File: config.mk
export PLATFORM = sky130hd
export DESIGN_NAME = ulfa_core
export DESIGN_NICKNAME = d
export VERILOG_FILES = /design/src/rtl/ulfa_pkg.sv /design/src/rtl/ulfa_scrambler.sv /design/src/rtl/ulfa_core.sv
export SDC_FILE = /design/constraint.sdc
export NUM_CORES = 1
export LEC_CHECK = 0
export ABC_AREA = 1
export CAP_MARGIN = 20
export CORE_MARGIN = 2
export CORE_UTILIZATION = 40
export DETAILED_ROUTE_END_ITERATION = 10
export DONT_BUFFER_PORTS = 1
export SLEW_MARGIN = 10
export SYNTH_ARGS = -nofsm -noshare
export SYNTH_HDL_FRONTEND = slang
export SYNTH_SLANG_ARGS = --single-unit
File: constraint.sdc
create_clock -name MCLK_I -period 5.9 [get_ports MCLK_I]
set_clock_uncertainty 0.1 [all_clocks]
set_input_delay 1.18 -clock MCLK_I [delete_from_list [all_inputs] [get_ports MCLK_I]]
set_output_delay 1.18 -clock MCLK_I [all_outputs]
set_load 0.005 [all_outputs]
File: src/rtl/ulfa_pkg.sv
package ulfa_pkg;
  localparam int CLK_KHZ = 40_000;
  localparam int LOS_MS = 480;
  localparam int DEA_SHORT_MS = 40;
  localparam int DEA_LONG_MS = 480;
  localparam int ACT_TIMEOUT_S = 15;
  localparam int TONE_HZ = 10_000;
  localparam int LOS_CYC = LOS_MS * CLK_KHZ;
  localparam int DEA_SHORT_CYC = DEA_SHORT_MS * CLK_KHZ;
  localparam int DEA_LONG_CYC = DEA_LONG_MS * CLK_KHZ;
  localparam int ACT_TIMEOUT_CYC = ACT_TIMEOUT_S * 1000 * CLK_KHZ;
  localparam int TRAIN_CYC = 4000;
  // Half period of the wake tone, with a +-20 % acceptance window
  localparam int TONE_HALF_CYC = (CLK_KHZ * 1000) / (2 * TONE_HZ);
  localparam int TONE_MIN_CYC = (TONE_HALF_CYC * 4) / 5;
  localparam int TONE_MAX_CYC = (TONE_HALF_CYC * 6) / 5;
  localparam logic [3:0] TONE_GOOD_HALVES = 4'h8;
  localparam logic [7:0] FRAME_LAST = 8'hef;
  localparam logic [7:0] SYNC_LAST = 8'h11;
  localparam logic [7:0] USER_END = 8'hea;
  localparam logic [7:0] M_FIRST = 8'hea;
  localparam logic [7:0] M4_POS = 8'hed;
  localparam logic [2:0] SF_LAST = 3'h7;
  localparam logic [1:0] SYNC_CONFIRM = 2'h2;
  localparam logic [17:0] NORMAL_SYNCWORD = 18'h2808a;
  localparam logic [17:0] INVERTED_SYNCWORD = 18'h02a20;
  localparam logic [17:0] SIGN_MASK = 18'h2aaaa;
  localparam int SCR_LEN = 23;
  localparam int SCR_TAP_A = 17;
  localparam int SCR_TAP_B = 22;
  localparam logic [11:0] ADDR_CTRL = 12'h000;
  localparam logic [11:0] ADDR_CMD = 12'h004;
  localparam logic [11:0] ADDR_STAT = 12'h008;
  localparam logic [11:0] ADDR_TX_M4 = 12'h00c;
  localparam logic [11:0] ADDR_TX_EOC = 12'h010;
  localparam logic [11:0] ADDR_TX_SPARE = 12'h014;
  localparam logic [11:0] ADDR_RX_OH = 12'h018;
  localparam int CMD_ACT = 0;
  localparam int CMD_DEACT = 1;
  localparam int CMD_CONT = 2;
  localparam int STAT_TONE = 8;
  localparam logic [7:0] TX_M4_RST = 8'hff;
  localparam logic [11:0] TX_EOC_RST = 12'hfff;
  localparam logic [2:0] TX_SPARE_RST = 3'h7;
  localparam logic [1:0] RESP_OKAY = 2'h0;
  localparam logic [1:0] RESP_SLVERR = 2'h2;

  typedef struct packed {
    logic sfs_dir_rx;
    logic sfs_en;
    logic bp_sync;
    logic bp_train;
    logic warm_start;
    logic pwr_down;
  } ulfa_ctrl_t;

  localparam ulfa_ctrl_t CTRL_RST = '0;

  typedef enum logic [2:0] {
    SQ_RESET, SQ_IDLE, SQ_TRAIN, SQ_HUNT, SQ_PAUSE, SQ_ACTIVE, SQ_DEA_WARN, SQ_DEA_WAIT
  } ulfa_seq_t;
endpackage : ulfa_pkg

File: src/rtl/ulfa_scrambler.sv
`timescale 1ns/1ps
module ulfa_scrambler #(
  parameter bit DESCRAMBLE = 1'b0
) (
  input wire logic clk_i,
  input wire logic srst_i,
  input wire logic en_i,
  input wire logic bit_i,
  output logic bit_o
);
  logic [ulfa_pkg::SCR_LEN-1:0] sr;
  logic [ulfa_pkg::SCR_LEN-1:0] next_sr;
  logic fb;

  // Self-synchronising: the descrambler shifts in what arrived on the line
  always_comb
  begin
    fb = sr[ulfa_pkg::SCR_TAP_A] ^ sr[ulfa_pkg::SCR_TAP_B];
    bit_o = bit_i ^ fb;
    next_sr = sr;
    if (en_i)
    begin
      next_sr = {sr[ulfa_pkg::SCR_LEN-2:0], DESCRAMBLE ? bit_i : bit_o};
    end
  end

  always_ff @(posedge clk_i)
  begin
    if (srst_i)
    begin
      sr <= '0;
    end
    else
    begin
      sr <= next_sr;
    end
  end
endmodule : ulfa_scrambler

File: src/rtl/ulfa_core.sv
`timescale 1ns/1ps
// Behaviour
// Multiplex, then scramble, then add syncword
// Flywheel search and lock on syncwords
// Keep lock until 480 ms errored sync
// Loss of sync: stop transmit, reset
// Detect and correct inverted line polarity
// Descramble and demultiplex while synchronised
// Wake tone detector on while deactivated
// Tone raises flag; low pin if powered down
// Controller answers wake-up with activation commands
// Sequencer runs cold and warm start
// Only activate/deactivate commands, optional breakpoints
// Sequencer drives act and dea bits
// Deactivation uses 40 ms and 480 ms
// 15 s timer abandons failed activation
// Overhead writes apply from next (half-)superframe
// Marker pin flags superframe start, one direction
// Frame one inverted syncword, others normal
// Frame: sync, user data, six overhead bits
module ulfa_core #(
  parameter int LOS_CYCLES = ulfa_pkg::LOS_CYC,
  parameter int DEA_SHORT_CYCLES = ulfa_pkg::DEA_SHORT_CYC,
  parameter int DEA_LONG_CYCLES = ulfa_pkg::DEA_LONG_CYC,
  parameter int ACT_TIMEOUT_CYCLES = ulfa_pkg::ACT_TIMEOUT_CYC,
  parameter int TRAIN_CYCLES = ulfa_pkg::TRAIN_CYC
) (
  input wire logic MCLK_I,
  input wire logic SRST_I,
  input wire logic [11:0] AWADDR_I,
  input wire logic AWVALID_I,
  output logic AWREADY_O,
  input wire logic [31:0] WDATA_I,
  input wire logic [3:0] WSTRB_I,
  input wire logic WVALID_I,
  output logic WREADY_O,
  output logic [1:0] BRESP_O,
  output logic BVALID_O,
  input wire logic BREADY_I,
  input wire logic [11:0] ARADDR_I,
  input wire logic ARVALID_I,
  output logic ARREADY_O,
  output logic [31:0] RDATA_O,
  output logic [1:0] RRESP_O,
  output logic RVALID_O,
  input wire logic RREADY_I,
  input wire logic TX_BIT_STB_I,
  input wire logic TX_USER_I,
  output logic TX_USER_TAKE_O,
  output logic TX_BIT_O,
  output logic TX_EN_O,
  input wire logic RX_BIT_STB_I,
  input wire logic RX_BIT_I,
  output logic RX_USER_O,
  output logic RX_USER_STB_O,
  input wire logic LINE_TONE_I,
  output logic WAKE_TONE_DETECT_N_O,
  output logic SUPERFRAME_MARKER_PIN_O
);
  ulfa_pkg::ulfa_ctrl_t ctrl, next_ctrl;
  ulfa_pkg::ulfa_seq_t seq, next_seq, resume, next_resume;
  logic aw_held, next_aw_held, w_held, next_w_held, next_awready, next_wready, next_bvalid;
  logic next_arready, next_rvalid, tone_seen, next_tone_seen;
  logic [11:0] awaddr, next_awaddr;
  logic [31:0] wdata, next_wdata, next_rdata, wval;
  logic [3:0] wstrb, next_wstrb;
  logic [1:0] next_bresp, next_rresp;
  logic [2:0] cmd, next_cmd;
  logic [7:0] tx_m4, next_tx_m4, rx_m4, next_rx_m4;
  logic [11:0] tx_eoc, next_tx_eoc;
  logic [2:0] tx_spare, next_tx_spare;
  logic wr_fire, ok_addr, rok;

  function automatic logic [31:0] merge(input logic [31:0] old, input logic [31:0] nw,
                                        input logic [3:0] strb);
    logic [31:0] res;
    res = old;
    for (int i = 0; i < 4; i++)
    begin
      if (strb[i])
      begin
        res[i*8 +: 8] = nw[i*8 +: 8];
      end
    end
    return res;
  endfunction : merge

  logic locked, rx_far_act, pol_inv, tone_evt, sf_rx;

  // Register slave; read answers one cycle after its handshake, write two cycles after the last handshake
  always_comb
  begin
    next_aw_held = aw_held | (AWVALID_I & AWREADY_O);
    next_w_held = w_held | (WVALID_I & WREADY_O);
    next_awaddr = (AWVALID_I & AWREADY_O) ? AWADDR_I : awaddr;
    next_wdata = (WVALID_I & WREADY_O) ? WDATA_I : wdata;
    next_wstrb = (WVALID_I & WREADY_O) ? WSTRB_I : wstrb;
    next_bvalid = BVALID_O & ~BREADY_I;
    next_bresp = BRESP_O;
    next_ctrl = ctrl;
    next_tx_m4 = tx_m4;
    next_tx_eoc = tx_eoc;
    next_tx_spare = tx_spare;
    next_cmd = '0;
    next_tone_seen = tone_seen;
    wr_fire = aw_held & w_held & ~BVALID_O;
    wval = merge(32'h0000_0000, wdata, wstrb);
    ok_addr = awaddr inside {ulfa_pkg::ADDR_CTRL, ulfa_pkg::ADDR_CMD, ulfa_pkg::ADDR_STAT,
                             ulfa_pkg::ADDR_TX_M4, ulfa_pkg::ADDR_TX_EOC,
                             ulfa_pkg::ADDR_TX_SPARE, ulfa_pkg::ADDR_RX_OH};
    if (wr_fire)
    begin
      next_aw_held = 1'b0;
      next_w_held = 1'b0;
      next_bvalid = 1'b1;
      next_bresp = ok_addr ? ulfa_pkg::RESP_OKAY : ulfa_pkg::RESP_SLVERR;
      unique case (awaddr)
        ulfa_pkg::ADDR_CTRL: next_ctrl = 6'(merge(32'(ctrl), wdata, wstrb));
        ulfa_pkg::ADDR_CMD: next_cmd = wval[2:0];
        ulfa_pkg::ADDR_STAT: next_tone_seen = tone_seen & ~wval[ulfa_pkg::STAT_TONE];
        ulfa_pkg::ADDR_TX_M4: next_tx_m4 = 8'(merge(32'(tx_m4), wdata, wstrb));
        ulfa_pkg::ADDR_TX_EOC: next_tx_eoc = 12'(merge(32'(tx_eoc), wdata, wstrb));
        ulfa_pkg::ADDR_TX_SPARE: next_tx_spare = 3'(merge(32'(tx_spare), wdata, wstrb));
        default: next_bresp = ok_addr ? ulfa_pkg::RESP_OKAY : ulfa_pkg::RESP_SLVERR;
      endcase
    end
    if (tone_evt)
    begin
      next_tone_seen = 1'b1;
    end
    next_awready = ~next_aw_held & ~next_bvalid;
    next_wready = ~next_w_held & ~next_bvalid;
    next_rvalid = RVALID_O & ~RREADY_I;
    next_rdata = RDATA_O;
    next_rresp = RRESP_O;
    rok = 1'b1;
    if (ARVALID_I & ARREADY_O)
    begin
      next_rvalid = 1'b1;
      unique case (ARADDR_I)
        ulfa_pkg::ADDR_CTRL: next_rdata = 32'(ctrl);
        ulfa_pkg::ADDR_STAT: next_rdata = {23'h0, tone_seen, rx_far_act, pol_inv, locked,
                                           TX_EN_O, 1'b0, 3'(seq)};
        ulfa_pkg::ADDR_TX_M4: next_rdata = 32'(tx_m4);
        ulfa_pkg::ADDR_TX_EOC: next_rdata = 32'(tx_eoc);
        ulfa_pkg::ADDR_TX_SPARE: next_rdata = 32'(tx_spare);
        ulfa_pkg::ADDR_RX_OH: next_rdata = 32'(rx_m4);
        ulfa_pkg::ADDR_CMD: next_rdata = 32'h0000_0000;
        default:
        begin
          next_rdata = 32'h0000_0000;
          rok = 1'b0;
        end
      endcase
      next_rresp = rok ? ulfa_pkg::RESP_OKAY : ulfa_pkg::RESP_SLVERR;
    end
    next_arready = ~next_rvalid;
  end

  always_ff @(posedge MCLK_I)
  begin
    if (SRST_I)
    begin
      aw_held <= 1'b0;
      w_held <= 1'b0;
      awaddr <= '0;
      wdata <= '0;
      wstrb <= '0;
      AWREADY_O <= 1'b0;
      WREADY_O <= 1'b0;
      BVALID_O <= 1'b0;
      BRESP_O <= ulfa_pkg::RESP_OKAY;
      ARREADY_O <= 1'b0;
      RVALID_O <= 1'b0;
      RDATA_O <= '0;
      RRESP_O <= ulfa_pkg::RESP_OKAY;
      ctrl <= ulfa_pkg::CTRL_RST;
      cmd <= '0;
      tone_seen <= 1'b0;
      tx_m4 <= ulfa_pkg::TX_M4_RST;
      tx_eoc <= ulfa_pkg::TX_EOC_RST;
      tx_spare <= ulfa_pkg::TX_SPARE_RST;
    end
    else
    begin
      aw_held <= next_aw_held;
      w_held <= next_w_held;
      awaddr <= next_awaddr;
      wdata <= next_wdata;
      wstrb <= next_wstrb;
      AWREADY_O <= next_awready;
      WREADY_O <= next_wready;
      BVALID_O <= next_bvalid;
      BRESP_O <= next_bresp;
      ARREADY_O <= next_arready;
      RVALID_O <= next_rvalid;
      RDATA_O <= next_rdata;
      RRESP_O <= next_rresp;
      ctrl <= next_ctrl;
      cmd <= next_cmd;
      tone_seen <= next_tone_seen;
      tx_m4 <= next_tx_m4;
      tx_eoc <= next_tx_eoc;
      tx_spare <= next_tx_spare;
    end
  end

  // Wake tone: eight consecutive half periods inside the window
  logic tone_q, next_tone_q, det_on, next_wake_n;
  logic [11:0] tone_cnt, next_tone_cnt;
  logic [3:0] tone_good, next_tone_good;
  always_comb
  begin
    det_on = (seq == ulfa_pkg::SQ_IDLE) | (seq == ulfa_pkg::SQ_RESET);
    next_tone_q = LINE_TONE_I;
    next_tone_cnt = (tone_cnt == 12'hfff) ? tone_cnt : tone_cnt + 12'h001;
    next_tone_good = tone_good;
    tone_evt = 1'b0;
    if (LINE_TONE_I != tone_q)
    begin
      next_tone_cnt = 12'h000;
      next_tone_good = 4'h0;
      if ((32'(tone_cnt) >= ulfa_pkg::TONE_MIN_CYC) && (32'(tone_cnt) <= ulfa_pkg::TONE_MAX_CYC))
      begin
        next_tone_good = tone_good + 4'h1;
        if (next_tone_good == ulfa_pkg::TONE_GOOD_HALVES)
        begin
          tone_evt = det_on;
          next_tone_good = 4'h0;
        end
      end
    end
    if (!det_on)
    begin
      next_tone_good = 4'h0;
    end
    next_wake_n = ~(next_tone_seen & ctrl.pwr_down);
  end

  always_ff @(posedge MCLK_I)
  begin
    if (SRST_I)
    begin
      tone_q <= 1'b0;
      tone_cnt <= '0;
      tone_good <= '0;
      WAKE_TONE_DETECT_N_O <= 1'b1;
    end
    else
    begin
      tone_q <= next_tone_q;
      tone_cnt <= next_tone_cnt;
      tone_good <= next_tone_good;
      WAKE_TONE_DETECT_N_O <= next_wake_n;
    end
  end

  // Activation sequencer; one timer for phases, one for the whole activation
  logic [31:0] tmr, next_tmr, act_tmr, next_act_tmr;
  logic los_evt, act_bit, dea_bit, next_tx_en;
  always_comb
  begin
    next_seq = seq;
    next_resume = resume;
    next_tmr = (tmr != 32'h0) ? tmr - 32'h1 : tmr;
    next_act_tmr = (act_tmr != 32'h0) ? act_tmr - 32'h1 : act_tmr;
    unique case (seq)
      ulfa_pkg::SQ_RESET: next_seq = ulfa_pkg::SQ_IDLE;
      ulfa_pkg::SQ_IDLE:
        if (cmd[ulfa_pkg::CMD_ACT])
        begin
          next_act_tmr = 32'(ACT_TIMEOUT_CYCLES);
          next_tmr = 32'(TRAIN_CYCLES);
          next_seq = ctrl.warm_start ? ulfa_pkg::SQ_HUNT : ulfa_pkg::SQ_TRAIN;
        end
      ulfa_pkg::SQ_TRAIN:
        if (tmr == 32'h0)
        begin
          next_resume = ulfa_pkg::SQ_HUNT;
          next_seq = ctrl.bp_train ? ulfa_pkg::SQ_PAUSE : ulfa_pkg::SQ_HUNT;
        end
      ulfa_pkg::SQ_HUNT:
        if (locked)
        begin
          next_resume = ulfa_pkg::SQ_ACTIVE;
          next_seq = ctrl.bp_sync ? ulfa_pkg::SQ_PAUSE : ulfa_pkg::SQ_ACTIVE;
        end
      ulfa_pkg::SQ_PAUSE:
        if (cmd[ulfa_pkg::CMD_CONT])
        begin
          next_seq = resume;
        end
      ulfa_pkg::SQ_ACTIVE: next_seq = seq;
      ulfa_pkg::SQ_DEA_WARN:
        if (tmr == 32'h0)
        begin
          next_tmr = 32'(DEA_LONG_CYCLES);
          next_seq = ulfa_pkg::SQ_DEA_WAIT;
        end
      ulfa_pkg::SQ_DEA_WAIT:
        if (tmr == 32'h0)
        begin
          next_seq = ulfa_pkg::SQ_IDLE;
        end
    endcase
    // A stalled handshake cannot hold the loop half-active
    if ((seq inside {ulfa_pkg::SQ_TRAIN, ulfa_pkg::SQ_HUNT, ulfa_pkg::SQ_PAUSE})
        && act_tmr == 32'h0)
    begin
      next_seq = ulfa_pkg::SQ_RESET;
    end
    if (cmd[ulfa_pkg::CMD_DEACT] && (seq inside {ulfa_pkg::SQ_TRAIN, ulfa_pkg::SQ_HUNT,
        ulfa_pkg::SQ_PAUSE, ulfa_pkg::SQ_ACTIVE}))
    begin
      next_tmr = 32'(DEA_SHORT_CYCLES);
      next_seq = ulfa_pkg::SQ_DEA_WARN;
    end
    if (los_evt)
    begin
      next_seq = ulfa_pkg::SQ_RESET;
    end
    next_tx_en = next_seq inside {ulfa_pkg::SQ_TRAIN, ulfa_pkg::SQ_HUNT, ulfa_pkg::SQ_PAUSE,
                                  ulfa_pkg::SQ_ACTIVE, ulfa_pkg::SQ_DEA_WARN};
    act_bit = (seq == ulfa_pkg::SQ_ACTIVE);
    dea_bit = (seq != ulfa_pkg::SQ_DEA_WARN);
  end

  always_ff @(posedge MCLK_I)
  begin
    if (SRST_I)
    begin
      seq <= ulfa_pkg::SQ_RESET;
      resume <= ulfa_pkg::SQ_HUNT;
      tmr <= '0;
      act_tmr <= '0;
      TX_EN_O <= 1'b0;
    end
    else
    begin
      seq <= next_seq;
      resume <= next_resume;
      tmr <= next_tmr;
      act_tmr <= next_act_tmr;
      TX_EN_O <= next_tx_en;
    end
  end

  // Transmit framer
  logic [7:0] tx_pos, next_tx_pos, sh_m4, next_sh_m4;
  logic [2:0] tx_frm, next_tx_frm, sh_spare, next_sh_spare;
  logic [11:0] sh_eoc, next_sh_eoc;
  logic payload, scr_bit, line_bit, next_tx_bit, next_take, tx_scr_en, next_sfs;
  logic [2:0] m_idx;
  logic [3:0] e_idx;
  always_comb
  begin
    m_idx = 3'(tx_pos - ulfa_pkg::M_FIRST);
    e_idx = 4'(({2'b00, tx_frm[1:0]} * 4'h3) + {2'b00, m_idx[1:0]});
    payload = 1'b1;
    if (tx_pos < ulfa_pkg::USER_END)
    begin
      payload = TX_USER_I;
    end
    else if (m_idx < 3'h3)
    begin
      payload = sh_eoc[e_idx];
    end
    else if (m_idx == 3'h3)
    begin
      payload = (tx_frm == 3'h0) ? act_bit : (tx_frm == 3'h1) ? dea_bit : sh_m4[tx_frm];
    end
    else if (tx_frm == 3'h0)
    begin
      payload = sh_spare[m_idx[0]];
    end
    else if (tx_frm == 3'h1 && m_idx == 3'h4)
    begin
      payload = sh_spare[2];
    end
    tx_scr_en = TX_BIT_STB_I & (tx_pos > ulfa_pkg::SYNC_LAST);
    line_bit = (tx_pos > ulfa_pkg::SYNC_LAST) ? scr_bit :
               (tx_frm == 3'h0) ? ulfa_pkg::INVERTED_SYNCWORD[5'd17 - tx_pos[4:0]]
                                : ulfa_pkg::NORMAL_SYNCWORD[5'd17 - tx_pos[4:0]];
    next_tx_pos = tx_pos;
    next_tx_frm = tx_frm;
    next_sh_m4 = sh_m4;
    next_sh_eoc = sh_eoc;
    next_sh_spare = sh_spare;
    next_tx_bit = TX_BIT_O & TX_EN_O;
    next_take = 1'b0;
    if (TX_BIT_STB_I)
    begin
      next_tx_bit = TX_EN_O & line_bit;
      next_take = TX_EN_O & (tx_pos > ulfa_pkg::SYNC_LAST) & (tx_pos < ulfa_pkg::USER_END);
      next_tx_pos = (tx_pos == ulfa_pkg::FRAME_LAST) ? 8'h00 : tx_pos + 8'h01;
      if (tx_pos == ulfa_pkg::FRAME_LAST)
      begin
        next_tx_frm = tx_frm + 3'h1;
        if (tx_frm[1:0] == 2'h3)
        begin
          next_sh_eoc = tx_eoc;
        end
        if (tx_frm == ulfa_pkg::SF_LAST)
        begin
          next_sh_m4 = tx_m4;
          next_sh_spare = tx_spare;
        end
      end
    end
    next_sfs = ctrl.sfs_en & (ctrl.sfs_dir_rx ? sf_rx :
               (TX_BIT_STB_I & tx_pos == 8'h00 & tx_frm == 3'h0));
  end

  ulfa_scrambler #(.DESCRAMBLE(1'b0)) u_scr (
    .clk_i(MCLK_I),
    .srst_i(SRST_I),
    .en_i(tx_scr_en),
    .bit_i(payload),
    .bit_o(scr_bit)
  );

  always_ff @(posedge MCLK_I)
  begin
    if (SRST_I)
    begin
      tx_pos <= '0;
      tx_frm <= '0;
      sh_m4 <= ulfa_pkg::TX_M4_RST;
      sh_eoc <= ulfa_pkg::TX_EOC_RST;
      sh_spare <= ulfa_pkg::TX_SPARE_RST;
      TX_BIT_O <= 1'b0;
      TX_USER_TAKE_O <= 1'b0;
      SUPERFRAME_MARKER_PIN_O <= 1'b0;
    end
    else
    begin
      tx_pos <= next_tx_pos;
      tx_frm <= next_tx_frm;
      sh_m4 <= next_sh_m4;
      sh_eoc <= next_sh_eoc;
      sh_spare <= next_sh_spare;
      TX_BIT_O <= next_tx_bit;
      TX_USER_TAKE_O <= next_take;
      SUPERFRAME_MARKER_PIN_O <= next_sfs;
    end
  end

  // Receive sync; hunting only on the superframe word fixes frame numbering too
  logic [17:0] win, next_win, win_n, exp_w;
  logic [7:0] rx_pos, next_rx_pos, rx_acc, next_rx_acc;
  logic [2:0] rx_frm, next_rx_frm;
  logic [1:0] good, next_good;
  logic aligned, next_aligned, next_locked, next_pol, err_run, next_err_run, hit;
  logic [31:0] los_cnt, next_los_cnt;
  logic cbit, dbit, rx_dscr_en, next_ruser, next_rstb, next_far_act;
  always_comb
  begin
    win_n = {win[16:0], RX_BIT_I};
    exp_w = (rx_frm == 3'h0) ? ulfa_pkg::INVERTED_SYNCWORD : ulfa_pkg::NORMAL_SYNCWORD;
    hit = (win_n == (pol_inv ? exp_w ^ ulfa_pkg::SIGN_MASK : exp_w));
    cbit = RX_BIT_I ^ (pol_inv & ~rx_pos[0]);
    next_win = RX_BIT_STB_I ? win_n : win;
    next_rx_pos = rx_pos;
    next_rx_frm = rx_frm;
    next_good = good;
    next_aligned = aligned;
    next_locked = locked;
    next_pol = pol_inv;
    next_err_run = err_run;
    next_rx_acc = rx_acc;
    next_rx_m4 = rx_m4;
    next_far_act = rx_far_act;
    next_ruser = RX_USER_O;
    next_rstb = 1'b0;
    los_evt = 1'b0;
    sf_rx = 1'b0;
    rx_dscr_en = RX_BIT_STB_I & locked & (rx_pos > ulfa_pkg::SYNC_LAST);
    if (RX_BIT_STB_I && !aligned)
    begin
      if (win_n == ulfa_pkg::INVERTED_SYNCWORD ||
          win_n == (ulfa_pkg::INVERTED_SYNCWORD ^ ulfa_pkg::SIGN_MASK))
      begin
        next_aligned = 1'b1;
        next_pol = (win_n != ulfa_pkg::INVERTED_SYNCWORD);
        next_rx_pos = ulfa_pkg::SYNC_LAST + 8'h01;
        next_rx_frm = 3'h0;
        next_good = 2'h1;
      end
    end
    else if (RX_BIT_STB_I)
    begin
      next_rx_pos = (rx_pos == ulfa_pkg::FRAME_LAST) ? 8'h00 : rx_pos + 8'h01;
      if (rx_pos == ulfa_pkg::FRAME_LAST)
      begin
        next_rx_frm = rx_frm + 3'h1;
      end
      if (rx_pos == ulfa_pkg::SYNC_LAST)
      begin
        sf_rx = locked & hit & (rx_frm == 3'h0);
        if (!locked && hit)
        begin
          next_good = good + 2'h1;
          next_locked = (next_good == ulfa_pkg::SYNC_CONFIRM);
        end
        else if (!locked)
        begin
          next_aligned = 1'b0;
        end
        else
        begin
          next_err_run = ~hit;
        end
      end
      if (locked && rx_pos > ulfa_pkg::SYNC_LAST && rx_pos < ulfa_pkg::USER_END)
      begin
        next_ruser = dbit;
        next_rstb = 1'b1;
      end
      if (locked && rx_pos == ulfa_pkg::M4_POS)
      begin
        next_rx_acc[rx_frm] = dbit;
        if (rx_frm == 3'h0)
        begin
          next_far_act = dbit;
        end
        if (rx_frm == ulfa_pkg::SF_LAST)
        begin
          next_rx_m4 = {dbit, rx_acc[6:0]};
        end
      end
    end
    // Errored sync must persist, unbroken by a good word, for the whole interval
    next_los_cnt = (locked & next_err_run) ? los_cnt + 32'h1 : 32'h0;
    if (locked && next_err_run && los_cnt == 32'(LOS_CYCLES - 1))
    begin
      los_evt = 1'b1;
      next_locked = 1'b0;
      next_aligned = 1'b0;
      next_err_run = 1'b0;
      next_los_cnt = 32'h0;
    end
  end

  ulfa_scrambler #(.DESCRAMBLE(1'b1)) u_dscr (
    .clk_i(MCLK_I),
    .srst_i(SRST_I),
    .en_i(rx_dscr_en),
    .bit_i(cbit),
    .bit_o(dbit)
  );

  always_ff @(posedge MCLK_I)
  begin
    if (SRST_I)
    begin
      win <= '0;
      rx_pos <= '0;
      rx_frm <= '0;
      good <= '0;
      aligned <= 1'b0;
      locked <= 1'b0;
      pol_inv <= 1'b0;
      err_run <= 1'b0;
      los_cnt <= '0;
      rx_acc <= '0;
      rx_m4 <= '0;
      rx_far_act <= 1'b0;
      RX_USER_O <= 1'b0;
      RX_USER_STB_O <= 1'b0;
    end
    else
    begin
      win <= next_win;
      rx_pos <= next_rx_pos;
      rx_frm <= next_rx_frm;
      good <= next_good;
      aligned <= next_aligned;
      locked <= next_locked;
      pol_inv <= next_pol;
      err_run <= next_err_run;
      los_cnt <= next_los_cnt;
      rx_acc <= next_rx_acc;
      rx_m4 <= next_rx_m4;
      rx_far_act <= next_far_act;
      RX_USER_O <= next_ruser;
      RX_USER_STB_O <= next_rstb;
    end
  end
endmodule : ulfa_core

Yosys cells after proc, flatten, opt, wreduce, memory -nomap -nowiden
Memories as Yosys holds them, arrays and structs flattened.
Index checks and enable logic that the tools add are counted.
{ "totals": {"register_bits": 359, "mem_bits_ro": 64, "elab_cells": 348, "memories": 2, "output_inout_bits": 48, "inputBits": 72} }
{ "classes": {"mux": 96, "magnitude_cmp": 13, "n_mul": 1, "n_eq_ne": 49, "addsub": 13, "reduce_logical": 62, "bitwise_logic": 53} }
{ "memory_table": {"columns": ["memory", "depth", "width", "rd", "rd_clocked_by_memory_dff", "wr", "line_no", "rtl"], "rows": [
  ["(no name shown)", 32, 1, 1, 0, 0, "ulfa_core.sv:383", ": ulfa_pkg::NORMAL_SYNCWORD[5'd17 - tx_pos[4:0]];"],
  ["(no name shown)", 32, 1, 1, 0, 0, "ulfa_core.sv:382", "(tx_frm == 3'h0) ? ulfa_pkg::INVERTED_SYNCWORD[5'd17 - tx_pos[4:0]]"]
]} }
{ "ops": {"columns": ["cell", "count"], "rows": [
  ["two-way mux 32 bit", 6],
  ["equality test 12 x 5 -> 1 bit, second input constant", 6],
  ["case mux 12 bit (6 select lines)", 1],
  ["zero test 32 bit", 2],
  ["case mux 32 bit (2 select lines)", 1],
  ["nonzero test 32 bit", 2],
  ["subtractor 32 x 1 -> 32 bit, second input constant", 2],
  ["two-way mux 1 bit", 49],
  ["equality test 12 x 4 -> 1 bit, second input constant", 4],
  ["two-way mux 3 bit", 16],
  ["two-way mux 8 bit", 5],
  ["two-way mux 18 bit", 2],
  ["AND reduction 3 bit", 11],
  ["adder 32 x 1 -> 32 bit, second input constant", 1],
  ["equality test 32 x 25 -> 1 bit, second input constant", 1],
  ["equality test 3 bit, second input constant", 10],
  ["AND 1 bit", 25],
  ["equality test 12 x 3 -> 1 bit, second input constant", 2],
  ["equality test 8 bit, second input constant", 3],
  ["zero test 12 bit", 2],
  ["case mux 3 bit (8 select lines)", 1],
  ["two-way mux 21 bit", 1],
  ["inverter 1 bit", 19],
  ["equality test 18 x 14 -> 1 bit, second input constant", 1],
  ["other kinds (59)", 114]
]} }

Longest topological paths before layout
{ "logic_depth": {"word_depth": 17, "depth_mapped": 15, "ltp_nobuf": 15} }

Cells and area by module
From an unflattened synthesis, not the netlist that was laid out.
{ "hier_totals": {"cells_unflattened": 2252, "area_unflattened_um2": 16230.6} }
{ "by_module_without_submodules": {"columns": ["mod", "instances", "seq_area_each_um2", "cells_per_inst", "area_each_um2"], "rows": [
  ["ulfa_core", 1, 5785.5, 2038, 14533.9],
  ["ulfa_scrambler at u_dscr", 1, 460.4, 108, 868.3],
  ["ulfa_scrambler at u_scr", 1, 460.4, 106, 828.3]
]} }

Worst setup path before layout
Ideal clock, no wire load.
{ "synth_timing": {"path_type": "register to register", "startpoint": "reg tx_frm[0]", "endpoint": "reg TX_BIT_O", "stages_incl_launch_ff": 16, "setup_ns": 0.118, "period_less_slack_ns": 2.624, "arrival_time_ns": 2.406, "path_slack_ns": 3.276, "t_required_ns": 5.682, "path_buffers": 0, "path_cell_list": "dfxtp_1 inv_1 fa_1 inv_1 ha_1 inv_1 fa_1 inv_1 nor2_1 a21oi_1 a21oi_1 nand2_1 nand3_1 nand2_1 nor2_1 nor2_1"} }
{ "synth_between": {"elab_chain_len": 11, "elab_cells_between_ends": 21, "cone_classes": "add/sub: 1; mul: 1; eq/ne: 1; mux: 14; bitwise: 2; reduce/logical: 2"} }
{ "synth_rtl": {"columns": ["item", "line_no", "rtl"], "rows": [
  ["start, declared", "ulfa_core.sv:350", "logic [2:0] tx_frm, next_tx_frm, sh_spare, next_sh_spare;"],
  ["start signal, assigned", "ulfa_core.sv:438", "tx_frm <= next_tx_frm;"],
  ["branches (longest 8 deep; another with multiplier 2 x 2 -> 4 bit)", null, null],
  ["two-way mux 1 bit (*)", "ulfa_core.sv:381", "line_bit = (tx_pos > ulfa_pkg::SYNC_LAST) ? scr_bit :"],
  ["AND 1 bit (*)", "ulfa_core.sv:393", "next_tx_bit = TX_EN_O & line_bit;"],
  ["two-way mux 1 bit (*)", "ulfa_core.sv:391", "if (TX_BIT_STB_I)"],
  ["end signal, assigned", "ulfa_core.sv:442", "TX_BIT_O <= next_tx_bit;"],
  ["end, declared", "ulfa_core.sv:50", "output logic TX_BIT_O,"]
]} }
Mark *: on every way between the ends. The select of a mux whose other input is x is not followed.
A chain may end at the register's enable or synchronous reset.

Final worst setup path
{ "layout_timing": {"startpoint": "reg tx_frm[0]", "endpoint": "reg u_scr.sr[0] (netlist name)"} }
{ "layout_between": {"elab_chain_len": 8, "elab_cells_between_ends": 17, "cone_classes": "add/sub: 1; mul: 1; eq/ne: 1; mux: 11; bitwise: 1; reduce/logical: 2"} }
{ "layout_rtl": {"columns": ["item", "line_no", "rtl"], "rows": [
  ["branches (longest 5 deep; another with multiplier 2 x 2 -> 4 bit)", null, null],
  ["two-way mux 1 bit (*)", "ulfa_core.sv:364", "else if (m_idx < 3'h3)"],
  ["two-way mux 1 bit (*)", "ulfa_core.sv:360", "if (tx_pos < ulfa_pkg::USER_END)"],
  ["bitwise XOR 1 bit (*)", "ulfa_scrambler.sv:19", "bit_o = bit_i ^ fb;"],
  ["end signal, assigned", "ulfa_scrambler.sv:35", "sr <= next_sr;"],
  ["end, declared", "ulfa_scrambler.sv:11", "logic [ulfa_pkg::SCR_LEN-1:0] sr;"]
]} }
Marked as above.

==> flow_summary.yaml <==
outcome:
  outcome: "complete, no violations"
floorplan:
  die_w_um: 205
  coreArea_um2: 39800
  fp.dieH_um: 205
  start_util_pct: 40.6
  rows: 73
  ios: 120
  dieArea_um2: 42000
setup_path:
  reg2reg_slack_ns: 2.88
  critPathArrivalTime_ns: 3.37
  crit_fanout: 10
  endpoint: "u_scr.sr[0]"
  reg2reg_depth: 15
  start_kind: "flop"
  critPathKind: "reg2reg"
  startpoint: "tx_frm[0]"
  reg2reg_from: "tx_frm[0]"
  worstPathRequired_ns: 6.26
  cp-end-kind: "flop"
  reg2reg_to: "u_scr.sr[0]"
drt:
  drtIter0Drc: 1005
  firstDrtPassIters: 6
  vias_per_cell: 5.09
  wl_per_cell_um: 14.4
  wl_um: 39900
  drc: 0
  vias: 14100
  ant_nets: 0
global_route:
  grt_usage_pct: 19.0
  grt_overflow: 0
  grt_pass1_vias: 13100
  grt_pass1_wl_um: 65600
  antenna_found_initial: 1
  grt_max_degree: 103
logic_synthesis:
  synthTopCellsByArea: "dfxtp_1, nor2_1, nand2_1"
  async_reset_ff_share_pct: 0
  synthDistinctLibCells: 56
  ys_ff_latch: 335
  seq_area_frac_synth_pct: 41.5
  ys.flop_type: "dfxtp_1"
  synth.largest_area_cell: "dfxtp_1"
  yosysTopAreaCellShare_pct: 41.5
  syn_area_um2: 16200
  ys_warn_count: 0
  synth_edf_count: 0
  syn_area_per_cell_um2: 7.22
  syn_inst: 2239
timing:
  hold_violations: 0
  tns_ns: 0
  maxSlewHeadroom_pct: 41.6
  fin_ws_ns: 2.88
  rsz0062_at_grt: "no"
  min_period_ns: 3.02
  fin_crit_sh_pct: 51.1
  tightest_slew_ns: 0.877
  slew_violations: 0
  fmax_ghz: 0.332
  setup_viol: 0
power:
  leakagePower_uw: 0.00779
  pwr_density_cell_nw_per_um2: 405
  ir_drop_uv: 200
layout:
  mostFrequentLayoutCell: "nor2_1"
  area_delta_synth_final_pct: 10.8
  layout.nets: 2328
  mostFrequentLayoutCells: "nor2_1, nand2_1, dfxtp_1"
  n_antenna_cell: 0
  final_cells: 2778
  layout-drive-gt1-share_pct: 6.57
  fillers: 4076
clock_network:
  cts_tree: "yes"
  h-tree-depth: 2
  ctsResizeCount: 0
  cts_buffers: 38
  cts-root-buf: "clkbuf_16"
  cts.path.max_buffers: 3
  clk_pin_slew_ns: 0.06
  postCtsHoldBufs: 0
  insertion_delay_ns: 0.56
  cts.sink_count: 335
  cts_setup_buffers: 0
placed_design:
  dp.cells: 2709
  place.gp.congestion: 0.914
  port_buffers: 0
  place_ws_ns: 2.89
  dpl.hpwl_um: 29100
worst_hold_path:
  worst_hold_path_type: "reg2reg"
flow_run:
  maxCapViolCount: 0
[critical path: stages (launching register included)]
cell and delay (ns):
dfxtp_1 0.53, inv_1 0.22, fa_1 0.49, inv_1 0.07, ha_1 0.13, inv_1 0.04, fa_1 0.52, inv_1 0.06
nor2_1 0.08, a21oi_1 0.07, a21oi_1 0.13, nand2_1 0.12, nand3_1 0.09, nand2_1 0.05, nor2_1 0.15, nor2_1 0.06
[how the worst min path moves through the flow]
| stage | start | endpoint | slack, ns | depth (start not counted) |
|---|---|---|---|---|
| after global routing | ctrl[0] | WAKE_TONE_DETECT_N_O | 0.35 | 1 |
| after detailed placement | ctrl[0] | WAKE_TONE_DETECT_N_O | 0.32 | 1 |
| final | ctrl[0] | WAKE_TONE_DETECT_N_O | 0.34 | 1 |
| after CTS | ctrl[0] | WAKE_TONE_DETECT_N_O | 0.33 | 1 |
| after floorplan | ctrl[0] | WAKE_TONE_DETECT_N_O | 0.27 | 1 |
| after global placement | ctrl[0] | WAKE_TONE_DETECT_N_O | 0.32 | 1 |
[metrics by stage]
stage	utilization [%]	hold slack [ns]	power, µW	cell area [µm²]
5_1_grt	45.0	0.353	7730	17900
3_5_place_dp	41.5	0.318	4680	16500
4_1_cts	45.0	0.333	7310	17900
2_1_floorplan	-	0.275	4250	16200
6_report	45.0	0.343	7270	17900
3_3_place_gp	41.5	0.325	4670	16500
[Yosys cell counts (7+ instances only)]
master,n
o22ai_1,7
dfxtp_1,335
nor3_2,9
clkbuf_1,43
o211ai_1,39
xnor2_1,33
buf_4,24
o21ai_0,160
nor4_1,20
nand2_1,366
inv_1,246
a21oi_1,120
inv_2,10
xor2_1,56
nor2_2,25
ha_1,30
nor3_1,67
nand4_1,40
nor2_1,384
nand3_1,99
a211oi_1,24
nand3b_1,7
nand2_2,10
[per-layer routing]
metal	routed length [µm]	vias to the layer above	GRT usage [%]
li1	-	7261	-
met1	19600	6494	26.8
met2	17300	334	29.6
met3	2190	51	3.25
met5	11	-	0
met4	756	2	5.50
[cell type report]
| cell class | count | area, µm² | area share (%) |
|---|---|---|---|
| clock buffer | 55 | 1100 | 6.16 |
| sequential | 335 | 6710 | 37.4 |
| clock inverter | 14 | 289 | 1.61 |
| inverter | 263 | 991 | 5.53 |
| timing repair buffer | 4 | 42.5 | 0.237 |
| tap | 525 | 657 | 3.67 |
| multi-input combinational | 1582 | 8130 | 45.4 |
[logic make-up after synthesis]
kind of cell / synth area share, %
compound gates: 13.4
xor+xnor: 4.82
fa+ha+maj: 2.57
buf+inv: 8.76
flops: 41.5
other cells: 0.0232
simple gates: 28.9
[report_power, final]
group / leakage, µW / switching (µW) / internal [µW] / total (µW)
clock network: 0.000683 / 976 / 1620 / 2600
registers: 0.00272 / 178 / 2460 / 2640
logic: 0.00439 / 1330 / 701 / 2030
[registers in the layout, indices dropped and copies added (netlist names), 4 cells and up]
| register | flops |
|---|---|
| tone_good | 4 |
| tmr | 32 |
| sh_m4 | 8 |
| tone_cnt | 12 |
| tx_pos | 8 |
| los_cnt | 32 |
| sh_eoc | 12 |
| wdata | 12 |
| rx_pos | 8 |
| tx_m4 | 8 |
| awaddr | 12 |
| tx_eoc | 12 |
| rx_acc | 7 |
| rx_m4 | 8 |
| win | 17 |
| act_tmr | 32 |
| u_dscr.sr | 23 |
| u_scr.sr | 23 |
| ctrl | 6 |
| RDATA_O | 12 |
Note: power is estimated with default switching activity, not from simulation.
